### src/shared/iopcw_pkg.sv
// Shared constants for the I/O port control and change wake block
package iopcw_pkg;
    localparam logic [7:0] ADDR_P5_DATA = 8'h00;
    localparam logic [7:0] ADDR_P6_DATA = 8'h04;
    localparam logic [7:0] ADDR_P7_DATA = 8'h08;
    localparam logic [7:0] ADDR_P5_DIR = 8'h0C;
    localparam logic [7:0] ADDR_P6_DIR = 8'h10;
    localparam logic [7:0] ADDR_P7_DIR = 8'h14;
    localparam logic [7:0] ADDR_P5_PULLDOWN = 8'h18;
    localparam logic [7:0] ADDR_P5_PULLUP = 8'h1C;
    localparam logic [7:0] ADDR_P6_OPENDRAIN = 8'h20;
    localparam logic [7:0] ADDR_P5_SINK = 8'h24;
    localparam logic [7:0] ADDR_P6_SINK = 8'h28;
    localparam logic [7:0] ADDR_P5_DRIVE = 8'h2C;
    localparam logic [7:0] ADDR_P6_DRIVE = 8'h30;
    localparam logic [7:0] ADDR_P6_PULLUP = 8'h34;
    localparam logic [7:0] ADDR_WAKE_CTRL = 8'h38;
    localparam logic [7:0] ADDR_IRQ_EN = 8'h3C;
    localparam logic [7:0] ADDR_CHANGE_STAT = 8'h40;
    // Port 5 strength registers: bits 5 and 0 do not exist
    localparam logic [7:0] P5_STRENGTH_MASK = 8'hDE;
    // Bit positions of single-bit controls
    localparam int WAKE_EN_BIT = 1;
    localparam int IRQ_EN_BIT = 1;
    localparam int CHANGE_FLAG_BIT = 0;
    // Values after reset
    localparam logic [7:0] RST_DATA = 8'h00;
    localparam logic [7:0] RST_DIR = 8'hFF;
    localparam logic [7:0] RST_PULLDOWN = 8'hFF;
    localparam logic [7:0] RST_PULLUP = 8'hFF;
    localparam logic [7:0] RST_OPENDRAIN = 8'h00;
    localparam logic [7:0] RST_STRENGTH = 8'h00;
endpackage

### src/rtl/iopcw_top.sv
// Three 8-bit GPIO ports with APB registers and port 5 change wake
//
// Behaviour
// - Port 5 sink select exists at bits 7,6,4,3,2,1; bits 5,0 unused.
// - Sink select 0 gives normal sink, 1 gives high sink.
// - Port 6 sink select register, bit n drives pin n.
// - Port 5 drive select exists at bits 7,6,4,3,2,1; bits 5,0 unused.
// - Drive select 0 gives normal source drive, 1 gives high drive.
// - Port 6 drive select register, bit n drives pin n.
// - Port 6 pull-up bits active low: 0 enables, 1 disables.
// - Ports 5, 6 and 7 are tri-state: each pin driven or released.
// - Each port has a direction register setting each pin's direction.
// - Direction 0 makes an output, 1 makes high impedance.
// - Direction registers readable and writable; data reads return the synchronised pin levels.
// - Port 5 pull-up and pull-down enabled per pin by software.
// - Port 5 pull bits active low; pull-down bits reset to 1.
// - Port 6 pins can be open-drain individually.
// - Open-drain bit 1 open-drain, 0 push-pull; resets to 0.
// - Port 5 change acts as interrupt source, wake source, or both.
// - With change irq enabled, jump to vector if global irq on.
// - Wake enable alone resumes at the next instruction.
`timescale 1ns/1ps
module iopcw_top (
    input wire logic clk_in,
    input wire logic reset_n_in,
    input wire logic psel_in,
    input wire logic penable_in,
    input wire logic pwrite_in,
    input wire logic [7:0] paddr_in,
    input wire logic [31:0] pwdata_in,
    output logic [31:0] prdata_out,
    output logic pready_out,
    output logic pslverr_out,
    input wire logic [7:0] p5_pin_in,
    input wire logic [7:0] p6_pin_in,
    input wire logic [7:0] p7_pin_in,
    output logic [7:0] p5_pin_out,
    output logic [7:0] p6_pin_out,
    output logic [7:0] p7_pin_out,
    output logic [7:0] p5_pin_oe_out,
    output logic [7:0] p6_pin_oe_out,
    output logic [7:0] p7_pin_oe_out,
    output logic [7:0] p5_pulldown_n_out,
    output logic [7:0] p5_pullup_n_out,
    output logic [7:0] p6_pullup_n_out,
    output logic [7:0] p5_sink_strength_sel_out,
    output logic [7:0] p6_sink_strength_sel_out,
    output logic [7:0] p5_drive_strength_sel_out,
    output logic [7:0] p6_drive_strength_sel_out,
    input wire logic core_sleeping_in,
    input wire logic global_irq_on_in,
    output logic change_irq_out,
    output logic change_wake_out,
    output logic resume_vector_out
);
    // Pin synchronisers
    logic [23:0] pin_meta;
    logic [23:0] pin_sync;
    // Register file
    logic [7:0] port5_data_reg, port6_data_reg, port7_data_reg;
    logic [7:0] port5_direction_reg, port6_direction_reg;
    logic [7:0] port7_direction_reg;
    logic [7:0] port5_pulldown_reg, port5_pullup_reg;
    logic [7:0] port6_opendrain_reg;
    logic [7:0] port5_sink_strength_select, port6_sink_strength_select;
    logic [7:0] port5_drive_strength_select, port6_drive_strength_select;
    logic [7:0] port6_pullup_disable;
    logic port_change_wake_en, port_change_irq_en;
    logic [7:0] port5_read_latch;
    logic change_flag;
    logic [31:0] prdata;
    logic pready, pslverr;
    logic [23:0] pin_out, pin_oe;
    logic change_irq, change_wake, resume_vector;
    // Next values
    logic [7:0] next_port5_data_reg, next_port6_data_reg;
    logic [7:0] next_port7_data_reg;
    logic [7:0] next_port5_direction_reg, next_port6_direction_reg;
    logic [7:0] next_port7_direction_reg;
    logic [7:0] next_port5_pulldown_reg, next_port5_pullup_reg;
    logic [7:0] next_port6_opendrain_reg;
    logic [7:0] next_port5_sink_strength_select;
    logic [7:0] next_port6_sink_strength_select;
    logic [7:0] next_port5_drive_strength_select;
    logic [7:0] next_port6_drive_strength_select;
    logic [7:0] next_port6_pullup_disable;
    logic next_port_change_wake_en, next_port_change_irq_en;
    logic [7:0] next_port5_read_latch;
    logic next_change_flag;
    logic [31:0] next_prdata;
    logic next_pready, next_pslverr;
    logic [23:0] next_pin_out, next_pin_oe;
    logic next_change_irq, next_change_wake, next_resume_vector;
    logic access, wr, rd, mapped;
    logic [7:0] rdata8;
    logic [7:0] wdata8;

    // Two flip-flops on every pin before use
    always_ff @(posedge clk_in or negedge reset_n_in) begin
        if (!reset_n_in) begin
            pin_meta <= 24'h000000;
            pin_sync <= 24'h000000;
        end else begin
            pin_meta <= {p7_pin_in, p6_pin_in, p5_pin_in};
            pin_sync <= pin_meta;
        end
    end

    // Bus decode: the access completes when pready is high
    always_comb begin
        access = psel_in && penable_in && pready;
        wr = access && pwrite_in;
        rd = access && !pwrite_in;
        wdata8 = pwdata_in[7:0];
        mapped = 1'b1;
        rdata8 = 8'h00;
        unique case (paddr_in)
            iopcw_pkg::ADDR_P5_DATA: rdata8 = pin_sync[7:0];
            iopcw_pkg::ADDR_P6_DATA: rdata8 = pin_sync[15:8];
            iopcw_pkg::ADDR_P7_DATA: rdata8 = pin_sync[23:16];
            iopcw_pkg::ADDR_P5_DIR: rdata8 = port5_direction_reg;
            iopcw_pkg::ADDR_P6_DIR: rdata8 = port6_direction_reg;
            iopcw_pkg::ADDR_P7_DIR: rdata8 = port7_direction_reg;
            iopcw_pkg::ADDR_P5_PULLDOWN: rdata8 = port5_pulldown_reg;
            iopcw_pkg::ADDR_P5_PULLUP: rdata8 = port5_pullup_reg;
            iopcw_pkg::ADDR_P6_OPENDRAIN: rdata8 = port6_opendrain_reg;
            iopcw_pkg::ADDR_P5_SINK: rdata8 = port5_sink_strength_select;
            iopcw_pkg::ADDR_P6_SINK: rdata8 = port6_sink_strength_select;
            iopcw_pkg::ADDR_P5_DRIVE: rdata8 = port5_drive_strength_select;
            iopcw_pkg::ADDR_P6_DRIVE: rdata8 = port6_drive_strength_select;
            iopcw_pkg::ADDR_P6_PULLUP: rdata8 = port6_pullup_disable;
            iopcw_pkg::ADDR_WAKE_CTRL:
                rdata8[iopcw_pkg::WAKE_EN_BIT] = port_change_wake_en;
            iopcw_pkg::ADDR_IRQ_EN:
                rdata8[iopcw_pkg::IRQ_EN_BIT] = port_change_irq_en;
            iopcw_pkg::ADDR_CHANGE_STAT:
                rdata8[iopcw_pkg::CHANGE_FLAG_BIT] = change_flag;
            default: mapped = 1'b0;
        endcase
    end

    // Bus answer: one wait state, then pready with registered data
    always_comb begin
        next_pready = psel_in && penable_in && !pready;
        next_prdata = 32'h00000000;
        next_pslverr = 1'b0;
        if (next_pready) begin
            next_prdata = pwrite_in ? 32'h00000000 : {24'h000000, rdata8};
            next_pslverr = !mapped;
        end
    end

    always_ff @(posedge clk_in or negedge reset_n_in) begin
        if (!reset_n_in) begin
            pready <= 1'b0;
            prdata <= 32'h00000000;
            pslverr <= 1'b0;
        end else begin
            pready <= next_pready;
            prdata <= next_prdata;
            pslverr <= next_pslverr;
        end
    end

    // Register writes and change detection
    always_comb begin
        next_port5_data_reg = port5_data_reg;
        next_port6_data_reg = port6_data_reg;
        next_port7_data_reg = port7_data_reg;
        next_port5_direction_reg = port5_direction_reg;
        next_port6_direction_reg = port6_direction_reg;
        next_port7_direction_reg = port7_direction_reg;
        next_port5_pulldown_reg = port5_pulldown_reg;
        next_port5_pullup_reg = port5_pullup_reg;
        next_port6_opendrain_reg = port6_opendrain_reg;
        next_port5_sink_strength_select = port5_sink_strength_select;
        next_port6_sink_strength_select = port6_sink_strength_select;
        next_port5_drive_strength_select = port5_drive_strength_select;
        next_port6_drive_strength_select = port6_drive_strength_select;
        next_port6_pullup_disable = port6_pullup_disable;
        next_port_change_wake_en = port_change_wake_en;
        next_port_change_irq_en = port_change_irq_en;
        next_port5_read_latch = port5_read_latch;
        next_change_flag = change_flag;
        if (wr && mapped) begin
            unique case (paddr_in)
                iopcw_pkg::ADDR_P5_DATA:
                    next_port5_data_reg = wdata8;
                iopcw_pkg::ADDR_P6_DATA: next_port6_data_reg = wdata8;
                iopcw_pkg::ADDR_P7_DATA: next_port7_data_reg = wdata8;
                iopcw_pkg::ADDR_P5_DIR:
                    next_port5_direction_reg = wdata8;
                iopcw_pkg::ADDR_P6_DIR: next_port6_direction_reg = wdata8;
                iopcw_pkg::ADDR_P7_DIR: next_port7_direction_reg = wdata8;
                iopcw_pkg::ADDR_P5_PULLDOWN:
                    next_port5_pulldown_reg = wdata8;
                iopcw_pkg::ADDR_P5_PULLUP: next_port5_pullup_reg = wdata8;
                iopcw_pkg::ADDR_P6_OPENDRAIN:
                    next_port6_opendrain_reg = wdata8;
                iopcw_pkg::ADDR_P5_SINK:
                    next_port5_sink_strength_select =
                        wdata8 & iopcw_pkg::P5_STRENGTH_MASK;
                iopcw_pkg::ADDR_P6_SINK:
                    next_port6_sink_strength_select = wdata8;
                iopcw_pkg::ADDR_P5_DRIVE:
                    next_port5_drive_strength_select =
                        wdata8 & iopcw_pkg::P5_STRENGTH_MASK;
                iopcw_pkg::ADDR_P6_DRIVE:
                    next_port6_drive_strength_select = wdata8;
                iopcw_pkg::ADDR_P6_PULLUP:
                    next_port6_pullup_disable = wdata8;
                iopcw_pkg::ADDR_WAKE_CTRL:
                    next_port_change_wake_en = wdata8[iopcw_pkg::WAKE_EN_BIT];
                iopcw_pkg::ADDR_IRQ_EN:
                    next_port_change_irq_en = wdata8[iopcw_pkg::IRQ_EN_BIT];
                iopcw_pkg::ADDR_CHANGE_STAT:
                    if (wdata8[iopcw_pkg::CHANGE_FLAG_BIT])
                        next_change_flag = 1'b0;
                default: next_change_flag = change_flag;
            endcase
        end
        // A read of port 5 takes a new reference for the detector
        if (rd && paddr_in == iopcw_pkg::ADDR_P5_DATA) begin
            next_port5_read_latch = pin_sync[7:0];
        end
        // A detected change wins over a clear in the same cycle
        if (pin_sync[7:0] != port5_read_latch) begin
            next_change_flag = 1'b1;
        end
    end

    always_ff @(posedge clk_in or negedge reset_n_in) begin
        if (!reset_n_in) begin
            port5_data_reg <= iopcw_pkg::RST_DATA;
            port6_data_reg <= iopcw_pkg::RST_DATA;
            port7_data_reg <= iopcw_pkg::RST_DATA;
            port5_direction_reg <= iopcw_pkg::RST_DIR;
            port6_direction_reg <= iopcw_pkg::RST_DIR;
            port7_direction_reg <= iopcw_pkg::RST_DIR;
            port5_pulldown_reg <= iopcw_pkg::RST_PULLDOWN;
            port5_pullup_reg <= iopcw_pkg::RST_PULLUP;
            port6_opendrain_reg <= iopcw_pkg::RST_OPENDRAIN;
            port5_sink_strength_select <= iopcw_pkg::RST_STRENGTH;
            port6_sink_strength_select <= iopcw_pkg::RST_STRENGTH;
            port5_drive_strength_select <= iopcw_pkg::RST_STRENGTH;
            port6_drive_strength_select <= iopcw_pkg::RST_STRENGTH;
            port6_pullup_disable <= iopcw_pkg::RST_PULLUP;
            port_change_wake_en <= 1'b0;
            port_change_irq_en <= 1'b0;
            port5_read_latch <= 8'h00;
            change_flag <= 1'b0;
        end else begin
            port5_data_reg <= next_port5_data_reg;
            port6_data_reg <= next_port6_data_reg;
            port7_data_reg <= next_port7_data_reg;
            port5_direction_reg <= next_port5_direction_reg;
            port6_direction_reg <= next_port6_direction_reg;
            port7_direction_reg <= next_port7_direction_reg;
            port5_pulldown_reg <= next_port5_pulldown_reg;
            port5_pullup_reg <= next_port5_pullup_reg;
            port6_opendrain_reg <= next_port6_opendrain_reg;
            port5_sink_strength_select <= next_port5_sink_strength_select;
            port6_sink_strength_select <= next_port6_sink_strength_select;
            port5_drive_strength_select <= next_port5_drive_strength_select;
            port6_drive_strength_select <= next_port6_drive_strength_select;
            port6_pullup_disable <= next_port6_pullup_disable;
            port_change_wake_en <= next_port_change_wake_en;
            port_change_irq_en <= next_port_change_irq_en;
            port5_read_latch <= next_port5_read_latch;
            change_flag <= next_change_flag;
        end
    end

    // Pin drivers, one per pin
    genvar i;
    generate
        for (i = 0; i < 24; i++) begin : g_pin
            logic dat, dir, od;
            assign dat = (i < 8) ? port5_data_reg[i % 8] :
                         (i < 16) ? port6_data_reg[i % 8] :
                         port7_data_reg[i % 8];
            assign dir = (i < 8) ? port5_direction_reg[i % 8] :
                         (i < 16) ? port6_direction_reg[i % 8] :
                         port7_direction_reg[i % 8];
            assign od = (i >= 8 && i < 16) ? port6_opendrain_reg[i % 8] : 1'b0;
            // Open-drain pins only ever drive low
            always_comb begin
                next_pin_oe[i] = !dir && !(od && dat);
                next_pin_out[i] = dat && !od;
            end
        end
    endgenerate

    // Change event toward the core
    always_comb begin
        next_change_irq = change_flag && port_change_irq_en;
        next_change_wake = change_flag && port_change_wake_en
                           && core_sleeping_in;
        // Vector only with irq enable and global irq on, else next instr
        next_resume_vector = next_change_irq && global_irq_on_in;
    end

    always_ff @(posedge clk_in or negedge reset_n_in) begin
        if (!reset_n_in) begin
            pin_out <= 24'h000000;
            pin_oe <= 24'h000000;
            change_irq <= 1'b0;
            change_wake <= 1'b0;
            resume_vector <= 1'b0;
        end else begin
            pin_out <= next_pin_out;
            pin_oe <= next_pin_oe;
            change_irq <= next_change_irq;
            change_wake <= next_change_wake;
            resume_vector <= next_resume_vector;
        end
    end

    // Outputs, all from flip-flops
    assign prdata_out = prdata;
    assign pready_out = pready;
    assign pslverr_out = pslverr;
    assign p5_pin_out = pin_out[7:0];
    assign p6_pin_out = pin_out[15:8];
    assign p7_pin_out = pin_out[23:16];
    assign p5_pin_oe_out = pin_oe[7:0];
    assign p6_pin_oe_out = pin_oe[15:8];
    assign p7_pin_oe_out = pin_oe[23:16];
    assign p5_pulldown_n_out = port5_pulldown_reg;
    assign p5_pullup_n_out = port5_pullup_reg;
    assign p6_pullup_n_out = port6_pullup_disable;
    assign p5_sink_strength_sel_out = port5_sink_strength_select;
    assign p6_sink_strength_sel_out = port6_sink_strength_select;
    assign p5_drive_strength_sel_out = port5_drive_strength_select;
    assign p6_drive_strength_sel_out = port6_drive_strength_select;
    assign change_irq_out = change_irq;
    assign change_wake_out = change_wake;
    assign resume_vector_out = resume_vector;
endmodule

### config.mk
export PLATFORM = sky130hd
export DESIGN_NAME = iopcw_top
export DESIGN_NICKNAME = d
export VERILOG_FILES = /design/src/shared/iopcw_pkg.sv /design/src/rtl/iopcw_top.sv
export SDC_FILE = /design/constraint.sdc
export NUM_CORES = 1
export LEC_CHECK = 0
export ABC_AREA = 1
export BUFFER_PORTS_ARGS = -buffer_cell sky130_fd_sc_hd__buf_2
export CAP_MARGIN = 20
export CORE_MARGIN = 1.5
export CORE_UTILIZATION = 50
export CTS_BUF_LIST = sky130_fd_sc_hd__clkbuf_4
export DETAILED_ROUTE_END_ITERATION = 8
export PLACE_DENSITY = 0.83
export SETUP_SLACK_MARGIN = 0.5
export SYNTH_ARGS = -nofsm -noshare
export SYNTH_HDL_FRONTEND = slang
export SYNTH_SLANG_ARGS = --single-unit
### constraint.sdc
create_clock -name clk_in -period 1.5 [get_ports clk_in]
set_input_delay 0.225 -clock clk_in [delete_from_list [all_inputs] [get_ports clk_in]]
set_output_delay 0.225 -clock clk_in [all_outputs]
set_load 0.005 [all_outputs]
-- Yosys cells after proc, flatten, opt, wreduce, memory -nomap -nowiden
Index checks and enable logic that the tools add are counted.
- register bits after elaboration: 252
- input bits: 71
- output and inout port bits: 141
- equality and inequality tests: 17
- multiplexer cells: 11
- reductions and logical operators: 100
- operator list (operator ; count):
    one-hot mux 6 bit (14 select lines) ; 1
    equality test 8 x 6 -> 1 bit (second input constant) ; 8
    logical NOT 1 bit ; 43
    logical AND 1 bit ; 35
    equality test 8 x 5 -> 1 bit (second input constant) ; 4
    AND reduction 2 bit ; 16
    OR reduction 17 bit ; 1
    equality test 8 x 4 -> 1 bit (second input constant) ; 2
    2-to-1 mux 8 bit ; 2
    one-hot mux 1 bit (16 select lines) ; 1
    one-hot mux 1 bit (13 select lines) ; 1
    equality test 8 x 3 -> 1 bit (second input constant) ; 1
    equality test 8 x 7 -> 1 bit (second input constant) ; 1
    logical NOT 8 bit ; 1
    inequality test 8 bit ; 1
    2-to-1 mux 1 bit ; 6
    nonzero test 2 bit ; 3
    AND reduction 3 bit ; 1

-- Depth between registers and ports, before layout
Gate-level depths: netlist (run 1).
- depth in word-level cells: 6
- gate-level depth with buffers: 12

-- Worst setup path after synthesis (run 1)
No wires, ideal clock.
- path type: flip-flop to flip-flop
- start: register pready (netlist: pready_out)
- end: register port5_drive_strength_select[1] (netlist: p5_drive_strength_sel_out[1])
- arrival: 1.437 ns
- path slack: -0.004 ns
- stages on the path, launching flop included: 7
- path buffers: 2
- clock period less this slack: 1.504 ns
- cells stage by stage: dfrtp_1 > nand2_1 > nor2_2 > buf_2 > buf_1 > nand4_1 > nand2_1
- word-level cells in the longest chain between the ends: 4
- ends and longest elaborated chain (element ; line ; source):
    start, declared ; iopcw_top.sv:72 ; logic pready, pslverr;
    start signal, assigned ; iopcw_top.sv:159 ; pready <= next_pready;
    logical AND 1 bit ; iopcw_top.sv:111 ; access = psel_in && penable_in && pready;
    logical AND 1 bit ; iopcw_top.sv:112 ; wr = access && pwrite_in;
    logical AND 1 bit ; iopcw_top.sv:185 ; if (wr && mapped) begin
    AND reduction 2 bit (no source line) ; n/a ;
    end signal, assigned ; iopcw_top.sv:245 ; port5_drive_strength_select <= iopcw_pkg::RST_STRENGTH;
    end signal, assigned ; iopcw_top.sv:264 ; port5_drive_strength_select <= next_port5_drive_strength_select;
    end, declared ; iopcw_top.sv:66 ; logic [7:0] port5_drive_strength_select, port6_drive_strength_select;
Every way passes these cells.
A chain may end at the register's enable or synchronous reset.

-- Final worst setup path (run 1)
- start: register pready (netlist: pready_out)
- end: register port7_direction_reg[5]
- word-level cells in the longest chain between the ends: 4
- ends and longest elaborated chain (element ; line ; source):
    logical AND 1 bit ; iopcw_top.sv:111 ;
    logical AND 1 bit ; iopcw_top.sv:112 ;
    logical AND 1 bit ; iopcw_top.sv:185 ;
    AND reduction 2 bit (no source line) ; n/a ;
    end signal, assigned ; iopcw_top.sv:239 ; port7_direction_reg <= iopcw_pkg::RST_DIR;
    end signal, assigned ; iopcw_top.sv:258 ; port7_direction_reg <= next_port7_direction_reg;
    end, declared ; iopcw_top.sv:62 ; logic [7:0] port7_direction_reg;
Every way passes these cells.

==> run summary, run 1 <==
LOGIC SYNTHESIS
--------------------------------------------------------------------------------------
Most frequent cell after synthesis                                             nand2_1
Commonest cells post-synth                                                nand2_1, dfrtp_1, nand4_1
Ys Warns                                                                             0
Synth top area share                                                             46.9%
Number of storage elements in the synthesis netlist                                228
Portion of the post-synthesis area used by sequential elements                   60.0%
Number of distinct standard cells referenced by the synthesized netlist             32
Total standard cell area after synthesis                                  0.00961 mm^2
Ys async rst share                                                                100%
Cells after synthesis                                                             1047
Largest area contributor in the netlist                                        dfrtp_1
Most instantiated flip-flop cell in the synthesis netlist                      dfrtp_1
Number of synthesized flops with an enable pin                                       0
Top cells by area, synth                                                  dfrtp_1, nand2_1, dfstp_2
Avg Inst Size Synth                                                          9.17 um^2

TIMING
--------------------------------------------------------------------------------------
Pins Over Slew Limit                                                                 0
Transition at the pin with the smallest max-transition slack                    574 ps
Maximum achievable frequency                                                   617 MHz
Number of hold violations in the final report                                        0
Final clock period utilization by the worst path                                  108%
Setup repair after global routing missed its margin                                yes
Setup skew after layout                                                        45.8 ps
Hold Slack                                                                     32.4 ps
Final Worst Setup Slack                                                        -121 ps
Finish-stage setup viols                                                            96
Clock period minus worst slack                                                 1620 ps
Worst slew margin relative to its limit                                          61.7%
Sum Neg Setup Slack                                                           -3860 ps

DRT
--------------------------------------------------------------------------------------
Antenna Nets Post-Route                                                              0
Number of remaining DRC errors                                                       0
Via density                                                                       5.84
First-pass iteration count of the detailed router                                    6
Drt first-iter violations                                                         1572
Post-route met1 wirelength                                                    12300 um
Number of vias in the routed layout                                              10100
DR WL met3                                                                     4660 um
Met2 wire len                                                                 17100 um
Drt total wl                                                                  37100 um
Highest metal layer used by the detailed router                                   met4
Routed length per instance                                                     21.4 um

DIE
--------------------------------------------------------------------------------------
Die Y-Extent                                                                    142 um
Number of placed I/O pins                                                          212
Core Footprint                                                             0.0188 mm^2
Floorplan row count                                                                 50
Starting density of the core                                                     51.2%
Die Outline Area                                                           0.0201 mm^2
Width of the die                                                                142 um

PLACED DESIGN
--------------------------------------------------------------------------------------
GPL Wtd Cong                                                                     0.915
Final HPWL from detailed placement                                            18300 um
Cell Area, Placed                                                          0.0112 mm^2
Quantity of I/O buffers inserted on ports                                          159
Pre-CTS setup slack                                                            -286 ps

GLOBAL ROUTING
--------------------------------------------------------------------------------------
Total Routing Usage GR                                                           33.6%
Pin count of the biggest net entering global routing                                53
Wire length of the first global-routing pass                                  51700 um
Via count of the first global-routing pass                                        9799
Initial antenna violation count                                                      3
Total global routing overflow                                                        0

POWER AND IR DROP
--------------------------------------------------------------------------------------
Clock share of power                                                             41.8%
Max VDD drop                                                                0.000626 V
Comb pwr share                                                                    6.9%
Switching portion of total power                                                 26.2%
Static Leak                                                                    7.36 nW
Int Pwr                                                                      0.00902 W
Areal power density over the cells                                         854 mW/mm^2
Switching power summed over all nets                                         0.00320 W
Register share of total power                                                    51.3%

CRITICAL PATH
--------------------------------------------------------------------------------------
Critical-path top delay cell                                                   dfrtp_1
Kind of cell adding the most delay to the critical path                   simple AND/OR/NAND/NOR gates
Endpoint class of the critical path                                          flip-flop
Maximum fanout encountered on the critical timing path                               8
Critical Setup Path Class                                                 flip-flop to flip-flop
Cells traversed along the worst timing path                               nand2_2 -> nor2_4 -> buf_12 -> buf_8 -> buf_16 -> nand3_4 -> nand2_1 -> nand2_1
WP data required                                                               2130 ps
Kind of start point of the critical path                                     flip-flop
Most numerous cell on the critical path                                        nand2_1
Crit path buf inv count                                                              3
WP data arrival                                                                2250 ps
Slowest Stage Delay on Critical Path                                            420 ps

CTS
--------------------------------------------------------------------------------------
Clock-pin slew of the registers on the worst-case setup and hold paths           90 ps
Maximum buffer depth of the clock tree                                               3
Insertion delay of the later-clocked pin in the worst-skew pair                 710 ps
CTS root buffer                                                               clkbuf_4
Clock sink count                                                                   228
CTS H-tree depth                                                                     2
TritonCTS clock tree                                                             built
Inserted Clock Buffers                                                              55

CELLS AND AREA
--------------------------------------------------------------------------------------
Area used by multi-input combinational logic                              0.00383 mm^2
Final layout net count                                                            1526
Area used by sequential logic in the layout                               0.00577 mm^2
Final cell area excluding filler cells                                     0.0143 mm^2
Layout cells sized above 1                                                       45.0%
Number of fill cells in the layout                                                1032
Area growth from synthesis to final layout                                       49.0%

RUN STATUS
--------------------------------------------------------------------------------------
Run status                                                                complete, but fails checks
Failing checks                                                            negative setup slack

FLOW RUN
--------------------------------------------------------------------------------------
Number of max-capacitance violations reported                                        0

MIN PATH
--------------------------------------------------------------------------------------
Hold crit path type                                                       primary input to flip-flop

==> layout by cell type (no fill, tap or decap), types with 14 or more instances in the layout <==
cell type / instances
nand4_1: 104
clkinv_1: 17
dfrtp_1: 180
buf_12: 18
clkbuf_4: 80
buf_4: 135
nand2_1: 298
nand2_4: 14
buf_2: 145
conb_1: 28
buf_16: 14
nor2_1: 49
dlygate4sd3_1: 38
inv_1: 61
o21ai_2: 14
nand3_1: 25
nand3_4: 14
dfstp_2: 48
nand2_2: 87
buf_6: 40
nor2_4: 18
==> worst min-delay path, delay by kind of cell <==
family                 cells  cell delay (ps)
buffers and inverters      2              270
and+or+nand+nor            3              190
==> final timing paths <==
check                                      startpoint                            endpoint  slack [ps]  depth (start not counted)
min in group asynchronous                  reset_n_in       port5_data_reg[4]$_DFFE_PN0P_          40                          2
worst max-delay path             pready_out$_DFF_PN0_  port7_direction_reg[5]$_DFFE_PN1P_        -120                          8
worst max register to register   pready_out$_DFF_PN0_  port7_direction_reg[5]$_DFFE_PN1P_        -120                          8
worst min-delay path                      paddr_in[0]             prdata_out[1]$_DFF_PN0_          30                          5
max in group asynchronous                  reset_n_in    p5_pulldown_n_out[2]$_DFFE_PN1P_         790                          3
worst min register to register  pin_meta[0]$_DFF_PN0_               pin_sync[0]$_DFF_PN0_         320                          0
==> power groups by stage <==
stage          Sequential (W)  Combinational [W]  Clock, W
2_1_floorplan         0.00636           0.000277         0
3_3_place_gp          0.00637           0.000571         0
3_5_place_dp          0.00637           0.000583         0
4_1_cts               0.00626           0.000775   0.00499
5_1_grt               0.00627           0.000890   0.00545
6_report              0.00627           0.000846   0.00511
==> metrics by stage <==
stage	instances	util, %	power (W)
6_report	1735	76.3	0.0122
5_1_grt	1734	76.3	0.0126
4_1_cts	1713	73.3	0.0120
3_5_place_dp	1483	59.7	0.00696
3_3_place_gp	1483	59.7	0.00694
2_1_floorplan	1074	-	0.00664
==> layout make-up <==
cell class	count	share of cell area (%)
Sequential cell	228	40.3
Tap cell	234	2.05
Inverter	70	1.84
Multi-Input combinational cell	700	26.8
Clock buffer	80	4.20
Clock inverter	21	0.629
Antenna cell	2	0.0350
Timing Repair Buffer	400	24.2
==> routing by layer <==
metal,vias to the layer above,global-route usage [%]
met5,-,0
met4,0,21.5
met3,312,7.19
met2,913,53.9
met1,4733,41.5
li1,4182,-
==> timing repair <==
item,4_1_cts,5_1_grt
gates cloned,16,0
resized for setup,135,117
pin swaps,108,75
hold buffers,38,0
setup endpoints to repair,240,242
setup buffers,75,20
hold endpoints to repair,297,0
==> cell families (layout without fill, tap and decap cells) <==
kind of cell | count (synthesis) | count (layout) | share of synthesized area [%]
XOR/XNOR | 6 | 6 | 0.547
other | 1 | 30 | 0.0390
buffers and inverters | 146 | 571 | 8.15
AO/OA/AOI/OAI | 29 | 29 | 1.51
AND/OR/NAND/NOR | 637 | 637 | 29.7
flip-flops | 228 | 228 | 60.0
(Power assumes the default switching activity.)
==> run 2: changes to the inputs <==
--- a/config.mk
+++ b/config.mk
@@ -12,6 +12,7 @@
 export CORE_UTILIZATION = 50
 export CTS_BUF_LIST = sky130_fd_sc_hd__clkbuf_4
 export DETAILED_ROUTE_END_ITERATION = 8
+export GPL_TIMING_DRIVEN = 0
 export PLACE_DENSITY = 0.83
 export SETUP_SLACK_MARGIN = 0.5
 export SYNTH_ARGS = -nofsm -noshare
==> run summary, run 2 (synthesis results as in run 1) <==
TIMING
-------------------------------------------------------------------------------------
Hold Slack                                                                    -498 ps   -530 ps
Maximum achievable frequency                                                  611 MHz   -1.0%
Clock period minus worst slack                                                1640 ps   +16.3 ps
Sum Neg Setup Slack                                                          -5580 ps   -1720 ps
Transition at the pin with the smallest max-transition slack                  1020 ps   +450 ps
Finish-stage setup viols                                                          113   +18%
Final Worst Setup Slack                                                       -137 ps   -16.3 ps
Pins Over Slew Limit                                                                0   unchanged
Final clock period utilization by the worst path                                 109%   +1.1 points
Setup skew after layout                                                       49.2 ps   +3.42 ps
Setup repair after global routing missed its margin                               yes
Worst slew margin relative to its limit                                         31.7%   -30 points
Number of hold violations in the final report                                      97   +97

POWER AND IR DROP
-------------------------------------------------------------------------------------
Areal power density over the cells                                        893 mW/mm^2   +4.5%
Total power                                                                  0.0127 W   +3.5%
Static Leak                                                                   7.30 nW   -0.85%
Max VDD drop                                                               0.000661 V   +5.7%

DRT
-------------------------------------------------------------------------------------
Met2 wire len                                                                15800 um   -7.8%
Routed length per instance                                                    20.8 um   -2.9%
First-pass iteration count of the detailed router                                   6   unchanged
Drt total wl                                                                 36000 um   -3.1%
Number of remaining DRC errors                                                      0   unchanged
Antenna Nets Post-Route                                                             0   unchanged
Via density                                                                      5.79   -0.99%
DR WL met3                                                                    4740 um   +1.5%
Highest metal layer used by the detailed router                                  met4
Number of vias in the routed layout                                             10000   -1.2%
Post-route met1 wirelength                                                   12400 um   +0.35%
Drt first-iter violations                                                        1381   -12%

CTS
-------------------------------------------------------------------------------------
Insertion delay of the later-clocked pin in the worst-skew pair                740 ps   +30 ps
CTS root buffer                                                              clkbuf_4
Clock-pin slew of the registers on the worst-case setup and hold paths          80 ps   about the same
Hold buffer count at cts                                                           37   -2.6%
Clock sink count                                                                  228   unchanged
TritonCTS clock tree                                                            built
Inserted Clock Buffers                                                             56   +1.8%
CTS H-tree depth                                                                    2   unchanged
Maximum buffer depth of the clock tree                                              3   unchanged

RUN STATUS
-------------------------------------------------------------------------------------
Run status                                                               complete, but fails checks
Failing checks                                                           negative hold slack, negative setup slack

CRITICAL PATH
-------------------------------------------------------------------------------------
Crit path buf inv count                                                             4   +1
Maximum fanout encountered on the critical timing path                              6   -2
Critical-path top delay cell                                                  dfrtp_1
Critical Setup Path Class                                                flip-flop to flip-flop
WP data required                                                              2100 ps   -30 ps
Slowest Stage Delay on Critical Path                                           410 ps   about the same
WP data arrival                                                               2230 ps   -20 ps
Endpoint class of the critical path                                         flip-flop
Kind of start point of the critical path                                    flip-flop
Cells traversed along the worst timing path                              nand2_2 -> nor2_4 -> buf_12 -> buf_8 -> buf_12 -> buf_6 -> nand3_4 -> nand2_1 -> nand2_1
Kind of cell adding the most delay to the critical path                  simple AND/OR/NAND/NOR gates

CELLS AND AREA
-------------------------------------------------------------------------------------
Most common library cell in the layout ignoring fill and taps                 nand2_1
Top library cells by usage in the layout, fill and taps aside            nand2_1, dfrtp_1, buf_2, buf_4, nand4_1
Number of fill cells in the layout                                               1068   +3.5%
Area growth from synthesis to final layout                                      47.6%
Final layout net count                                                           1517   -0.59%
Count of placed standard cells in the final layout, fillers left out             1731   -0.23%
Final cell area excluding filler cells                                    0.0142 mm^2   -0.98%
Layout cells sized above 1                                                      43.4%   -1.7 points

DIE
-------------------------------------------------------------------------------------
Starting density of the core                                                    51.2%   unchanged
Die Y-Extent                                                                   142 um   unchanged
Width of the die                                                               142 um   unchanged
Die Outline Area                                                          0.0201 mm^2   unchanged
Number of placed I/O pins                                                         212   unchanged
Floorplan row count                                                                50   unchanged
Core Footprint                                                            0.0188 mm^2   unchanged

FLOW RUN
-------------------------------------------------------------------------------------
Number of max-capacitance violations reported                                       0   unchanged

PLACED DESIGN
-------------------------------------------------------------------------------------
GPL Wtd Cong                                                                    0.940   +2.7%
Final HPWL from detailed placement                                           18800 um   +2.5%
# placed instances                                                               1467   -1.1%
Cell Area, Placed                                                         0.0110 mm^2   -2.1%
Quantity of I/O buffers inserted on ports                                         158   -0.63%

GLOBAL ROUTING
-------------------------------------------------------------------------------------
Total global routing overflow                                                       0   unchanged
Total Routing Usage GR                                                          33.5%   -0.11 points
Via count of the first global-routing pass                                       9365   -4.4%
Initial antenna violation count                                                     2   -1
Wire length of the first global-routing pass                                 51000 um   -1.4%
Pin count of the biggest net entering global routing                              130   +150%

MIN PATH
-------------------------------------------------------------------------------------
Hold crit path type                                                      primary input to asynchronous set/reset pin

==> run 2: final cells by class <==
cell class                      instances  area [um^2]  share of cell area (%)
Buffer                                 76          719                    5.08
Antenna cell                            5         12.5                  0.0883
Inverter                               70          263                    1.85
Tap cell                              234          293                    2.07
Clock buffer                           91          683                    4.82
Sequential cell                       228         5770                    40.7
Timing Repair Buffer                  314         2550                    18.0
Clock inverter                         13         82.6                   0.583
Multi-Input combinational cell        700         3800                    26.8
==> run 2: power by group <==
part / switching (W) / total, W / internal (W) / leakage (nW)
registers: 0.0000357 / 0.00626 / 0.00622 / 2.76
logic: 0.000535 / 0.000864 / 0.000329 / 4.08
clock network: 0.00261 / 0.00553 / 0.00292 / 0.457
==> run 2: layer usage <==
metal,vias up,track usage (%)
met4,0,21.8
li1,4159,-
met3,308,8.64
met1,4622,42.3
met5,-,0
met2,927,51.5
==> run 2: path summary, 6_finish.rpt <==
check / start / to / slack [ps] / cells past startpoint
min: reset_n_in / port5_data_reg[2]$_DFFE_PN0P_ / -500 / 1
max in group asynchronous: reset_n_in / p5_sink_strength_sel_out[1]$_DFFE_PN0P_ / 820 / 2
min reg2reg: pin_meta[20]$_DFF_PN0_ / pin_sync[20]$_DFF_PN0_ / 340 / 0
min in group clk_in: pwdata_in[1] / port5_data_reg[1]$_DFFE_PN0P_ / 10 / 3
max: pready_out$_DFF_PN0_ / p5_drive_strength_sel_out[1]$_DFFE_PN0P_ / -140 / 9
max reg2reg: pready_out$_DFF_PN0_ / p5_drive_strength_sel_out[1]$_DFFE_PN0P_ / -140 / 9
==> run 2: what timing repair did <==
action / in CTS / in global routing
gates resized for setup: 154 / 94
endpoints found under the hold margin: 144 / 77
endpoints found under the setup margin: 241 / 241
cloned: 13 / 0
pin swaps: 120 / 88
buffers inserted: 81 / 24
==> run 2: stage by stage <==
stage	setup WS, ps	hold WS [ps]	util, %
6_report	-137	-498	75.5
2_1_floorplan	107	-70.6	-
3_5_place_dp	-470	293	58.5
3_3_place_gp	-3490	335	58.3
5_1_grt	-152	-396	75.5
4_1_cts	-86.1	-427	72.8
